### src/nfh_pkg.sv
// Package of constants, types and codes for the NOR flash host controller
package nfh_pkg;

  // Bus and pin widths
  localparam int FA_W = 21;
  localparam int AV_W = 5;

  // Register byte offsets
  localparam logic [AV_W-1:0] OFS_CMD = 5'h00;
  localparam logic [AV_W-1:0] OFS_ADDR = 5'h04;
  localparam logic [AV_W-1:0] OFS_WDATA = 5'h08;
  localparam logic [AV_W-1:0] OFS_STATUS = 5'h0C;
  localparam logic [AV_W-1:0] OFS_RDATA = 5'h10;

  // Status field positions
  localparam int ST_BUSY_BIT = 0;
  localparam int ST_DONE_BIT = 1;
  localparam int ST_TOUT_BIT = 2;

  // Reset values
  localparam logic [FA_W-1:0] ADDR_RST = 21'h000000;
  localparam logic [7:0] DATA_RST = 8'h00;

  // Command cycle addresses and codes
  localparam logic [FA_W-1:0] CA_5555 = 21'h005555;
  localparam logic [FA_W-1:0] CA_2AAA = 21'h002AAA;
  localparam logic [7:0] CD_AA = 8'hAA;
  localparam logic [7:0] CD_55 = 8'h55;
  localparam logic [7:0] CD_PROG = 8'hA0;
  localparam logic [7:0] CD_ERASE = 8'h80;
  localparam logic [7:0] CD_ID = 8'h90;
  localparam logic [7:0] CD_QUERY = 8'h98;
  localparam logic [7:0] CD_EXIT = 8'hF0;
  localparam logic [7:0] CD_SECT = 8'h30;
  localparam logic [7:0] CD_BLOCK = 8'h50;
  localparam logic [7:0] CD_CHIP = 8'h10;

  // Erase address masks: sector keeps A20..A12, block keeps A20..A16
  localparam logic [FA_W-1:0] SECT_MASK = 21'h1FF000;
  localparam logic [FA_W-1:0] BLOCK_MASK = 21'h1F0000;

  // Bit positions of the status bits on the data bus
  localparam int POLL_BIT = 7;
  localparam int TOGGLE_BIT = 6;

  // Timing, figures in ns, counts in ref_clk cycles
  localparam int CLK_NS = 10;
  localparam int T_AS_NS = 10;
  localparam int T_WP_NS = 40;
  localparam int T_WPH_NS = 30;
  localparam int T_RC_NS = 90;
  localparam int T_PROG_NS = 20000;
  localparam int SYNC_CYC = 2;
  localparam logic [15:0] AS_CYC = 16'((T_AS_NS + CLK_NS - 1) / CLK_NS);
  localparam logic [15:0] WP_CYC = 16'((T_WP_NS + CLK_NS - 1) / CLK_NS);
  localparam logic [15:0] WPH_CYC = 16'((T_WPH_NS + CLK_NS - 1) / CLK_NS);
  localparam logic [15:0] RD_CYC =
    16'((T_RC_NS + CLK_NS - 1) / CLK_NS + SYNC_CYC + 1);
  localparam logic [23:0] PROG_TOUT_CYC = 24'(T_PROG_NS / CLK_NS);
  localparam logic [23:0] ERASE_TOUT_DEF = 24'h989680;

  // Operations that software launches through the command register
  typedef enum logic [2:0] {
    OP_READ = 3'b000,
    OP_PROG = 3'b001,
    OP_SECT = 3'b010,
    OP_BLOCK = 3'b011,
    OP_CHIP = 3'b100,
    OP_ID = 3'b101,
    OP_QUERY = 3'b110,
    OP_EXIT = 3'b111
  } nfh_op_t;

  typedef enum logic [2:0] {
    S_IDLE = 3'b000,
    S_WSET = 3'b001,
    S_WLOW = 3'b010,
    S_WREC = 3'b011,
    S_RACC = 3'b100,
    S_STEP = 3'b101
  } nfh_state_t;

  // Avalon-MM slave request and answer
  typedef struct packed {
    logic [AV_W-1:0] address;
    logic read;
    logic write;
    logic [31:0] writedata;
  } nfh_avs_req_t;

  typedef struct packed {
    logic [31:0] readdata;
    logic waitrequest;
  } nfh_avs_rsp_t;

  // Flash pins driven by the controller
  typedef struct packed {
    logic [FA_W-1:0] addr;
    logic [7:0] dq_o;
    logic dq_oe;
    logic ce_n;
    logic oe_n;
    logic we_n;
  } nfh_pins_t;

  // One bus write of a command sequence
  typedef struct packed {
    logic [FA_W-1:0] addr;
    logic [7:0] data;
  } nfh_bw_t;

endpackage

### src/nfh_ctrl.sv
// Host controller that drives a parallel NOR flash from Avalon-MM registers
module nfh_ctrl
  import nfh_pkg::*;
#(
  parameter logic [23:0] ERASE_TOUT_CYC = ERASE_TOUT_DEF
) (
  input wire logic ref_clk,
  input wire logic rst,
  input wire nfh_avs_req_t avs_req,
  output nfh_avs_rsp_t avs_rsp,
  output nfh_pins_t flash,
  input wire logic [7:0] dq_in
);

  typedef struct packed {
    nfh_state_t st;
    nfh_op_t op;
    logic [2:0] idx;
    logic [15:0] cnt;
    logic [23:0] tout;
    logic rd_phase;
    logic first;
    logic npoll;
    logic prev6;
    logic busy;
    logic done;
    logic err;
    logic [FA_W-1:0] addr;
    logic [7:0] wdata;
    logic [7:0] rdata;
    logic [7:0] smp;
    logic [7:0] s1;
    logic [7:0] s2;
    nfh_pins_t pins;
    nfh_avs_rsp_t rsp;
  } nfh_regs_t;

  nfh_regs_t r_reg;
  nfh_regs_t r_next;

  // Number of bus writes in the sequence of an operation
  function automatic logic [2:0] seq_len(input nfh_op_t op);
    unique case (op)
      OP_READ: seq_len = 3'd0;
      OP_PROG: seq_len = 3'd4;
      OP_SECT, OP_BLOCK, OP_CHIP: seq_len = 3'd6;
      OP_ID, OP_QUERY, OP_EXIT: seq_len = 3'd3;
    endcase
  endfunction

  // Address and data of write number idx of an operation
  function automatic nfh_bw_t seq_word(input nfh_op_t op,
                                       input logic [2:0] idx,
                                       input logic [FA_W-1:0] a,
                                       input logic [7:0] d);
    nfh_bw_t w;
    w.addr = CA_5555;
    w.data = CD_AA;
    unique case (idx)
      3'd0: w = '{CA_5555, CD_AA};
      3'd1: w = '{CA_2AAA, CD_55};
      3'd2: begin
        unique case (op)
          OP_PROG: w.data = CD_PROG;
          OP_ID: w.data = CD_ID;
          OP_QUERY: w.data = CD_QUERY;
          OP_EXIT: w.data = CD_EXIT;
          default: w.data = CD_ERASE;
        endcase
      end
      3'd3: begin
        if (op == OP_PROG) begin
          w = '{a, d};
        end else begin
          w = '{CA_5555, CD_AA};
        end
      end
      3'd4: w = '{CA_2AAA, CD_55};
      default: begin
        unique case (op)
          OP_SECT: w = '{a & SECT_MASK, CD_SECT};
          OP_BLOCK: w = '{a & BLOCK_MASK, CD_BLOCK};
          default: w = '{CA_5555, CD_CHIP};
        endcase
      end
    endcase
    seq_word = w;
  endfunction

  nfh_bw_t cur_w;
  logic is_wr_op;
  logic [23:0] tout_lim;

  // Sequence word and polling limits of the current operation
  always_comb begin
    cur_w = seq_word(r_reg.op, r_reg.idx, r_reg.addr, r_reg.wdata);
    is_wr_op = (r_reg.op != OP_READ) && (r_reg.op != OP_ID) &&
               (r_reg.op != OP_QUERY) && (r_reg.op != OP_EXIT);
    tout_lim = (r_reg.op == OP_PROG) ? PROG_TOUT_CYC : ERASE_TOUT_CYC;
  end

  // Next state: bus slave first, so the engine's flag sets win over clears
  always_comb begin
    r_next = r_reg;
    r_next.s1 = dq_in;
    r_next.s2 = r_reg.s1;
    r_next.rsp.waitrequest = 1'b1;

    // One wait cycle per access, then a single low-waitrequest cycle
    if ((avs_req.read || avs_req.write) && r_reg.rsp.waitrequest) begin
      r_next.rsp.waitrequest = 1'b0;
      r_next.rsp.readdata = 32'h00000000;
      if (avs_req.write) begin
        unique case (avs_req.address)
          OFS_CMD: begin
            // Launches are refused while busy, exit included
            if (!r_reg.busy) begin
              r_next.op = nfh_op_t'(avs_req.writedata[2:0]);
              r_next.idx = 3'd0;
              r_next.cnt = 16'h0000;
              r_next.tout = 24'h000000;
              r_next.busy = 1'b1;
              r_next.done = 1'b0;
              r_next.err = 1'b0;
              r_next.first = 1'b1;
              r_next.npoll = 1'b0;
              if (avs_req.writedata[2:0] == OP_READ) begin
                r_next.rd_phase = 1'b1;
                r_next.st = S_RACC;
              end else begin
                r_next.rd_phase = 1'b0;
                r_next.st = S_WSET;
              end
            end
          end
          OFS_ADDR: r_next.addr = avs_req.writedata[FA_W-1:0];
          OFS_WDATA: r_next.wdata = avs_req.writedata[7:0];
          OFS_STATUS: begin
            if (avs_req.writedata[ST_DONE_BIT]) begin
              r_next.done = 1'b0;
            end
            if (avs_req.writedata[ST_TOUT_BIT]) begin
              r_next.err = 1'b0;
            end
          end
          default: ;
        endcase
      end else begin
        unique case (avs_req.address)
          OFS_CMD: r_next.rsp.readdata[2:0] = r_reg.op;
          OFS_ADDR: r_next.rsp.readdata[FA_W-1:0] = r_reg.addr;
          OFS_WDATA: r_next.rsp.readdata[7:0] = r_reg.wdata;
          OFS_STATUS: begin
            r_next.rsp.readdata[ST_BUSY_BIT] = r_reg.busy;
            r_next.rsp.readdata[ST_DONE_BIT] = r_reg.done;
            r_next.rsp.readdata[ST_TOUT_BIT] = r_reg.err;
          end
          OFS_RDATA: r_next.rsp.readdata[7:0] = r_reg.rdata;
          default: ;
        endcase
      end
    end

    if (r_reg.rd_phase && is_wr_op) begin
      r_next.tout = r_reg.tout + 24'h000001;
    end

    unique case (r_reg.st)
      S_IDLE: ;
      // Address and data out, select low, gate held high
      S_WSET: begin
        r_next.pins.addr = cur_w.addr;
        r_next.pins.dq_o = cur_w.data;
        r_next.pins.dq_oe = 1'b1;
        r_next.pins.ce_n = 1'b0;
        r_next.pins.oe_n = 1'b1;
        r_next.pins.we_n = 1'b1;
        r_next.cnt = r_reg.cnt + 16'h0001;
        if (r_reg.cnt >= AS_CYC) begin
          r_next.cnt = 16'h0000;
          r_next.st = S_WLOW;
        end
      end
      // Strobe held low well past the glitch filter
      S_WLOW: begin
        r_next.pins.we_n = 1'b0;
        r_next.cnt = r_reg.cnt + 16'h0001;
        if (r_reg.cnt >= WP_CYC) begin
          r_next.cnt = 16'h0000;
          r_next.pins.we_n = 1'b1;
          r_next.pins.ce_n = 1'b1;
          r_next.st = S_WREC;
        end
      end
      // Data held past the rising strobe, then released
      S_WREC: begin
        r_next.cnt = r_reg.cnt + 16'h0001;
        if (r_reg.cnt >= WPH_CYC) begin
          r_next.cnt = 16'h0000;
          r_next.pins.dq_oe = 1'b0;
          r_next.st = S_STEP;
        end
      end
      // Read: release the bus before opening the gate
      S_RACC: begin
        r_next.pins.addr = r_reg.addr;
        r_next.pins.dq_oe = 1'b0;
        r_next.pins.ce_n = 1'b0;
        r_next.pins.oe_n = 1'b0;
        r_next.pins.we_n = 1'b1;
        r_next.cnt = r_reg.cnt + 16'h0001;
        if (r_reg.cnt >= RD_CYC) begin
          r_next.cnt = 16'h0000;
          r_next.smp = r_reg.s2;
          r_next.pins.ce_n = 1'b1;
          r_next.pins.oe_n = 1'b1;
          r_next.st = S_STEP;
        end
      end
      S_STEP: begin
        if (!r_reg.rd_phase) begin
          if (r_reg.idx < seq_len(r_reg.op) - 3'd1) begin
            r_next.idx = r_reg.idx + 3'd1;
            r_next.st = S_WSET;
          end else if (is_wr_op) begin
            // Status polling starts only after the last strobe
            r_next.rd_phase = 1'b1;
            r_next.st = S_RACC;
          end else begin
            r_next.busy = 1'b0;
            r_next.done = 1'b1;
            r_next.st = S_IDLE;
          end
        end else begin
          r_next.rdata = r_reg.smp;
          r_next.prev6 = r_reg.smp[TOGGLE_BIT];
          r_next.first = 1'b0;
          r_next.st = S_RACC;
          if (!is_wr_op) begin
            r_next.busy = 1'b0;
            r_next.done = 1'b1;
            r_next.rd_phase = 1'b0;
            r_next.st = S_IDLE;
          end else if (r_reg.tout >= tout_lim) begin
            // Gives up; the flash state is unknown, software decides
            r_next.err = 1'b1;
            r_next.busy = 1'b0;
            r_next.done = 1'b1;
            r_next.rd_phase = 1'b0;
            r_next.st = S_IDLE;
          end else if (!r_reg.first &&
                       r_reg.smp[TOGGLE_BIT] == r_reg.prev6) begin
            // Two stable pairs in a row guard against a racing read
            r_next.npoll = 1'b1;
            if (r_reg.npoll) begin
              r_next.busy = 1'b0;
              r_next.done = 1'b1;
              r_next.rd_phase = 1'b0;
              r_next.st = S_IDLE;
            end
          end else begin
            r_next.npoll = 1'b0;
          end
        end
      end
      default: r_next.st = S_IDLE;
    endcase
  end

  // Single state register
  always_ff @(posedge ref_clk) begin
    if (rst) begin
      r_reg <= '0;
      r_reg.st <= S_IDLE;
      r_reg.addr <= ADDR_RST;
      r_reg.wdata <= DATA_RST;
      r_reg.pins.ce_n <= 1'b1;
      r_reg.pins.oe_n <= 1'b1;
      r_reg.pins.we_n <= 1'b1;
      r_reg.rsp.waitrequest <= 1'b1;
    end else begin
      r_reg <= r_next;
    end
  end

  assign avs_rsp = r_reg.rsp;
  assign flash = r_reg.pins;

endmodule

### config.mk
export PLATFORM = sky130hd
export DESIGN_NAME = nfh_ctrl
export DESIGN_NICKNAME = d
export VERILOG_FILES = /design/src/nfh_pkg.sv /design/src/nfh_ctrl.sv
export SDC_FILE = /design/constraint.sdc
export NUM_CORES = 1
export LEC_CHECK = 0
export BUFFER_PORTS_ARGS = -buffer_cell sky130_fd_sc_hd__buf_4
export CELL_PAD_IN_SITES_DETAIL_PLACEMENT = 1
export CELL_PAD_IN_SITES_GLOBAL_PLACEMENT = 2
export CORE_MARGIN = 3
export CORE_UTILIZATION = 37
export DETAILED_ROUTE_END_ITERATION = 6
export GPL_TIMING_DRIVEN = 1
export PLACE_DENSITY_LB_ADDON = 0.1
export SKIP_LAST_GASP = 1
export SLEW_MARGIN = 20
export SYNTH_ARGS = -nofsm -noshare
export SYNTH_HDL_FRONTEND = slang
export SYNTH_SLANG_ARGS = --single-unit
### constraint.sdc
create_clock -name ref_clk -period 4.66 [get_ports ref_clk]
set_input_delay 0.932 -clock ref_clk [delete_from_list [all_inputs] [get_ports ref_clk]]
set_output_delay 0.932 -clock ref_clk [all_outputs]
set_load 0.02 [all_outputs]
-- Word-level counts from Yosys, hierarchy flattened
Memory sizes are Yosys's and may differ from the RTL's. A register that Yosys moved wholly into a read port is not among the register bits.
Cells that the tools add are included.
- $add $sub $neg: 4
- multiply operators: 0
- div/mod/pow operators: 0
- $lt $le $gt $ge: 6
- equal/unequal tests: 27
- shift-type cells: 0
- muxes and demuxes: 82
- bitwise operators: 1
- reductions and logical operators: 35
- operator list (kind ; number):
    52-bit 2-to-1 mux ; 4
    16-bit 2-to-1 mux ; 4
    32-bit 2-to-1 mux ; 2
    16-bit one-hot mux with 4 select lines ; 1
    21-bit one-hot mux with 3 select lines ; 1
    3-bit 2-to-1 mux ; 20
    29-bit one-hot mux with 2 select lines ; 1
    24-bit 2-to-1 mux ; 2
    21-bit 2-to-1 mux ; 2
    21-bit one-hot mux with 2 select lines ; 1
    8-bit one-hot mux with 4 select lines ; 1
    29-bit 2-to-1 mux ; 1
    7-bit one-hot mux with 4 select lines ; 1
    24-bit by 1-bit adder with 24-bit output (second input constant) ; 1
    24-bit greater-or-equal comparator ; 1
    1-bit 2-to-1 mux ; 21
    3-bit by 2-bit == test with 1-bit output (second input constant) ; 6
    3-bit == test (second input constant) ; 6
    2-bit 2-to-1 mux ; 9
    3-bit one-hot mux with 6 select lines ; 1
    16-bit by 1-bit adder with 16-bit output (second input constant) ; 1
    16-bit by 1-bit greater-or-equal comparator with 1-bit output (second input constant) ; 1
    16-bit by 2-bit greater-or-equal comparator with 1-bit output (second input constant) ; 1
    16-bit by 3-bit greater-or-equal comparator with 1-bit output (second input constant) ; 1
    other kinds (34) ; 65
- bits in registers: 172
- bits in latches: 0
- bits in writable memories: 0
- memory bits (read-only): 24
- bits of input ports: 49
- output and inout port bits: 66
- memories kept: 1
- memories (name ; words ; width ; read ports ; clocked after Yosys merged registers in ; wr ports ; RTL line ; source):
    (name not given) ; 8 ; 3 ; 1 ; 1 ; 0 ; nfh_ctrl.sv:43 ; unique case (op)

-- Depth between registers and ports, before layout
- word-level depth: 12
- mapped depth: 9

-- Worst setup path before layout
Ideal clock, no wire load.
- path kind: in2reg
- start: input port avs_req[35] (netlist bit)
- end: register r_reg[172] (netlist bit)
- arrival time: 2816 ps
- setup slack: 1728 ps
- stages on the path: 8
- buffers on the path: 3
- cell sequence: or3_1 -> buf_6 -> or4_4 -> buf_6 -> and2_4 -> o41ai_4 -> buf_6 -> nor2_1
- word-level cells in the longest chain between the ends: 3
- ends and longest elaborated chain (what ; RTL line ; source):
    start, declared ; nfh_ctrl.sv:9 ; input wire nfh_avs_req_t avs_req,
    5-bit logical NOT ; nfh_ctrl.sv:114 ; unique case (avs_req.address)
    5-bit nonzero test (no source line) ; -- ;
    4-bit AND reduction (no source line) ; -- ;
    end signal, assigned ; nfh_ctrl.sv:282 ; r_reg <= r_next;
    end, declared ; nfh_ctrl.sv:38 ; nfh_regs_t r_reg;
Every way passes these cells.
A chain may end at the register's enable or synchronous reset.

-- Final worst setup path
- start: input port avs_req[35] (netlist bit)
- end: register r_reg[160] (netlist bit)
Same word-level chain as after synthesis.

==> impl.org <==
** Drt
- The routed design has 22900 um of wire.
- Number of remaining DRC errors :: 0
- After detailed routing, the average wire length per cell comes to 17.9 um.
- The count of nets left with antenna violations once routing finished came out at 0.
- For this block, the via count after detailed routing is 6915.
- Routed vias/inst :: 5.40
- The first routing iteration left 372 violations.
- Detailed Routing Iterations Pass 1 :: 5

** Cells and area
- Share of cells above drive strength 1 :: 0.160
- At the end of the flow, the number of nets in the layout was 1057.
- Diode count :: 0
- Syn-to-layout area delta :: 12.2%
- Fill count :: 2572
- The register with the most flip-flops in the layout has 108 of them.

** GRT
- The first global-routing pass estimated 37100 um of wire.
- The initial antenna violation count came to 0.
- Entering global routing, the biggest net connects 60 pins.
- The via count of the first global-routing pass came to 6828.
- For this run the aggregate overflow at the end of global routing stands at 0.
- Overall Global Routing Usage :: 0.191

** Clocking
- Setup fix buffers added after clock tree synthesis :: 0
- Count of instances resized after the clock tree is built :: 0
- Counting the buffers created by CTS gives 17.
- Insertion delay to the later sink of the worst-skew pair :: 0.44 ns
- H-tree lvl count :: 4
- Clock-pin slew was measured on the worst setup and hold paths at 0.07 ns.
- For this design, the sink count on the clock tree is 174.
- The tree is rooted in a clkbuf_16.
- The number of hold buffers added after CTS was 0.
- Max Root-Sink Buffers :: 2
- TritonCTS built the clock tree.

** Yosys
- Of the synthesized area, sequential elements account for 0.424.
- Share of the synthesized area in the top cell type :: 0.424
- Number of enable-type register cells in the synthesized netlist :: 0
- After synthesis the netlist holds a flip-flop and latch count of 174.
- Async set-or-reset flop fraction in the synthesized netlist :: 0
- Ranked by total cell area, the synthesized netlist is headed by dfxtp_1, buf_4, a21oi_1.
- Post-Syn Instances :: 983
- Post-synth design cell area :: 8220 um2
- In the synthesized netlist the dominant register cell turns out to be dfxtp_1.
- In this run, distinct cell masters in the synthesized netlist total 75.
- In the post-synthesis netlist, the cell with the most instances is dfxtp_1.
- Sorting the synthesized cells by how often they occur yields dfxtp_1, nand2_1, nor2_1.
- Summed over all instances, the cell type with the most area after synthesis is dfxtp_1.
- Synthesis Warnings :: 0
- Average instance area after synthesis :: 8.36 um2

** Worst setup path
- Worst-case register-to-register setup slack :: 1.69 ns
- Buffer and inverter count on the worst path :: 1
- On the worst path, the slowest cell contributes a delay of 0.78 ns.
- CP Capture Type :: register
- The critical path is of the in2reg type.
- CP max-delay cell :: or4_4
- Critical path, cell by cell :: buf_4 > or3_1 > or4_4 > and2_4 > o41ai_4 > nor2_1
- Maximum net fanout on the critical path :: 34
- Required time reported for the critical path endpoint :: 4.96 ns
- On the critical path the largest part of the delay comes from simple AND/OR/NAND/NOR gates.
- STA classifies the critical path startpoint as an input pin.
- Data on the critical path arrives at its endpoint at 3.53 ns.

** STA
- Final worst clock skew :: 0.0136 ns
- Setup violations remaining at the end of the flow were counted as 0.
- The clock period could shrink to 3.23 ns.
- Headroom to the max-slew limit :: 0.317
- Final cycle utilization of the critical path :: 0.694
- Transition time at the pin with the least slew margin :: 1.02 ns
- Total Negative Setup Slacks :: 0 ns
- Fmax :: 309 MHz
- The final max-slew violation count was 0.
- The final count of hold timing violations is 0.
- Final hold analysis gives a worst-case slack of 0.438 ns.
- Unrepaired setup endpoints after global routing :: no

** Floorplan
- Placement row count :: 53
- The floorplan step set the die height to 155 um.
- Std-Cell Core Area :: 21400 um2
- Effective utilization at floorplan :: 0.384
- 115 I/O pins were placed.
- The die covers 24000 um2.
- Die Span X :: 155 um

** Pwr
- Power density over the cells :: 332 nW/um2
- Summed over all cells, the static leakage comes to 0.00345 uW.
- The worst-case IR drop observed on VDD is 0.000214 V.

** Place
- Routability cong. :: 0.801
- Count of port buffers added during placement :: 92
- DP HPWL :: 16500 um

** Run
- Max-cap violations in this run came to 0.

** Run status
- The flow ran to the end, and the final reports show no timing, DRC or antenna violations.

** Min path
- The min-delay analysis places its worst path in the category reg2reg.
where the power goes:
part	internal, uW	switching [uW]	leakage [uW]	total [uW]
logic	41.7	78.7	0.00176	120
clock network	746	688	0.000292	1430
registers	1500	7.56	0.00141	1510
total	2290	774	0.00345	3060
logic make-up after synthesis:
kind of cell    Yosys count  synth area share
flops                   174             0.424
xor+xnor                 14            0.0149
buf+inv                 145             0.100
simple gates            375             0.220
mux                      20            0.0254
fa+ha+maj                16            0.0243
other cells               1          0.000456
compound gates          238             0.191
worst register-to-register path, stage by stage, from the launching register on:
cell,delay [ns]
dfxtp_1,0.36
nor4_1,0.63
nand4_1,0.76
o32ai_1,0.66
o41ai_4,0.30
nor2_1,0.19
path summary, 6_finish.rpt:
path | from | to | cells after the start
worst max-delay path | avs_req[35] | r_reg[160]$_SDFFE_PP0P_ | 6
worst min-delay path | r_next[68]$_SDFF_PP0_ | r_reg[68]$_SDFF_PP0_ | 1
worst max register to register | r_reg[166]$_SDFFE_PP0P_ | r_reg[160]$_SDFFE_PP0P_ | 5
worst min register to register | r_next[68]$_SDFF_PP0_ | r_reg[68]$_SDFF_PP0_ | 1
final cells by class:
cell class | count | area (um2) | share of cell area
flip-flops and latches | 174 | 3480 | 0.377
multi-input cells | 674 | 3960 | 0.429
well taps | 275 | 344 | 0.0373
clock buffers | 19 | 453 | 0.0491
clock inverters | 13 | 134 | 0.0145
repair buffers | 102 | 766 | 0.0830
inverters | 23 | 86.3 | 0.00936
layer usage:
layer / vias to the layer above / GRT usage / wire (um)
met5: - / 0 / 0
met4: 0 / 0.0429 / 229
met3: 18 / 0.0359 / 844
met2: 114 / 0.304 / 10400
met1: 3362 / 0.270 / 11400
li1: 3421 / - / -
stage by stage:
| stage | power [uW] | std cells | util | instance area [um2] | setup slack (ns) |
|---|---|---|---|---|---|
| after CTS | 3100 | 1280 | 0.430 | 9220 | 1.39 |
| after global placement | 1660 | 1248 | 0.403 | 8630 | 0.986 |
| after floorplan | 1620 | 993 | - | 8260 | 1.73 |
| final | 3060 | 1280 | 0.431 | 9230 | 1.43 |
| after detailed placement | 1660 | 1248 | 0.403 | 8630 | 0.926 |
| after global routing | 3180 | 1280 | 0.431 | 9230 | 1.24 |
layout by cell type, fill, tap and decap left out, drive strengths merged, types with 6 or more instances in the layout:
master	count
nor3b	6
nor4	13
mux2i	13
a31oi	10
nand2	114
a222oi	6
a2111oi	6
nor3	28
inv	33
a22o	10
mux2	7
dfxtp	174
o21a	6
nand3	30
nand4	13
ha	16
xnor2	11
buf	102
o21ai	37
nor2	100
a21oi	95
and2	6
nor2b	18
and3	9
nand2b	12
clkbuf	19
conb	11
a211oi	7
a22oi	20
No activity file was read; power rests on OpenSTA's default activity.
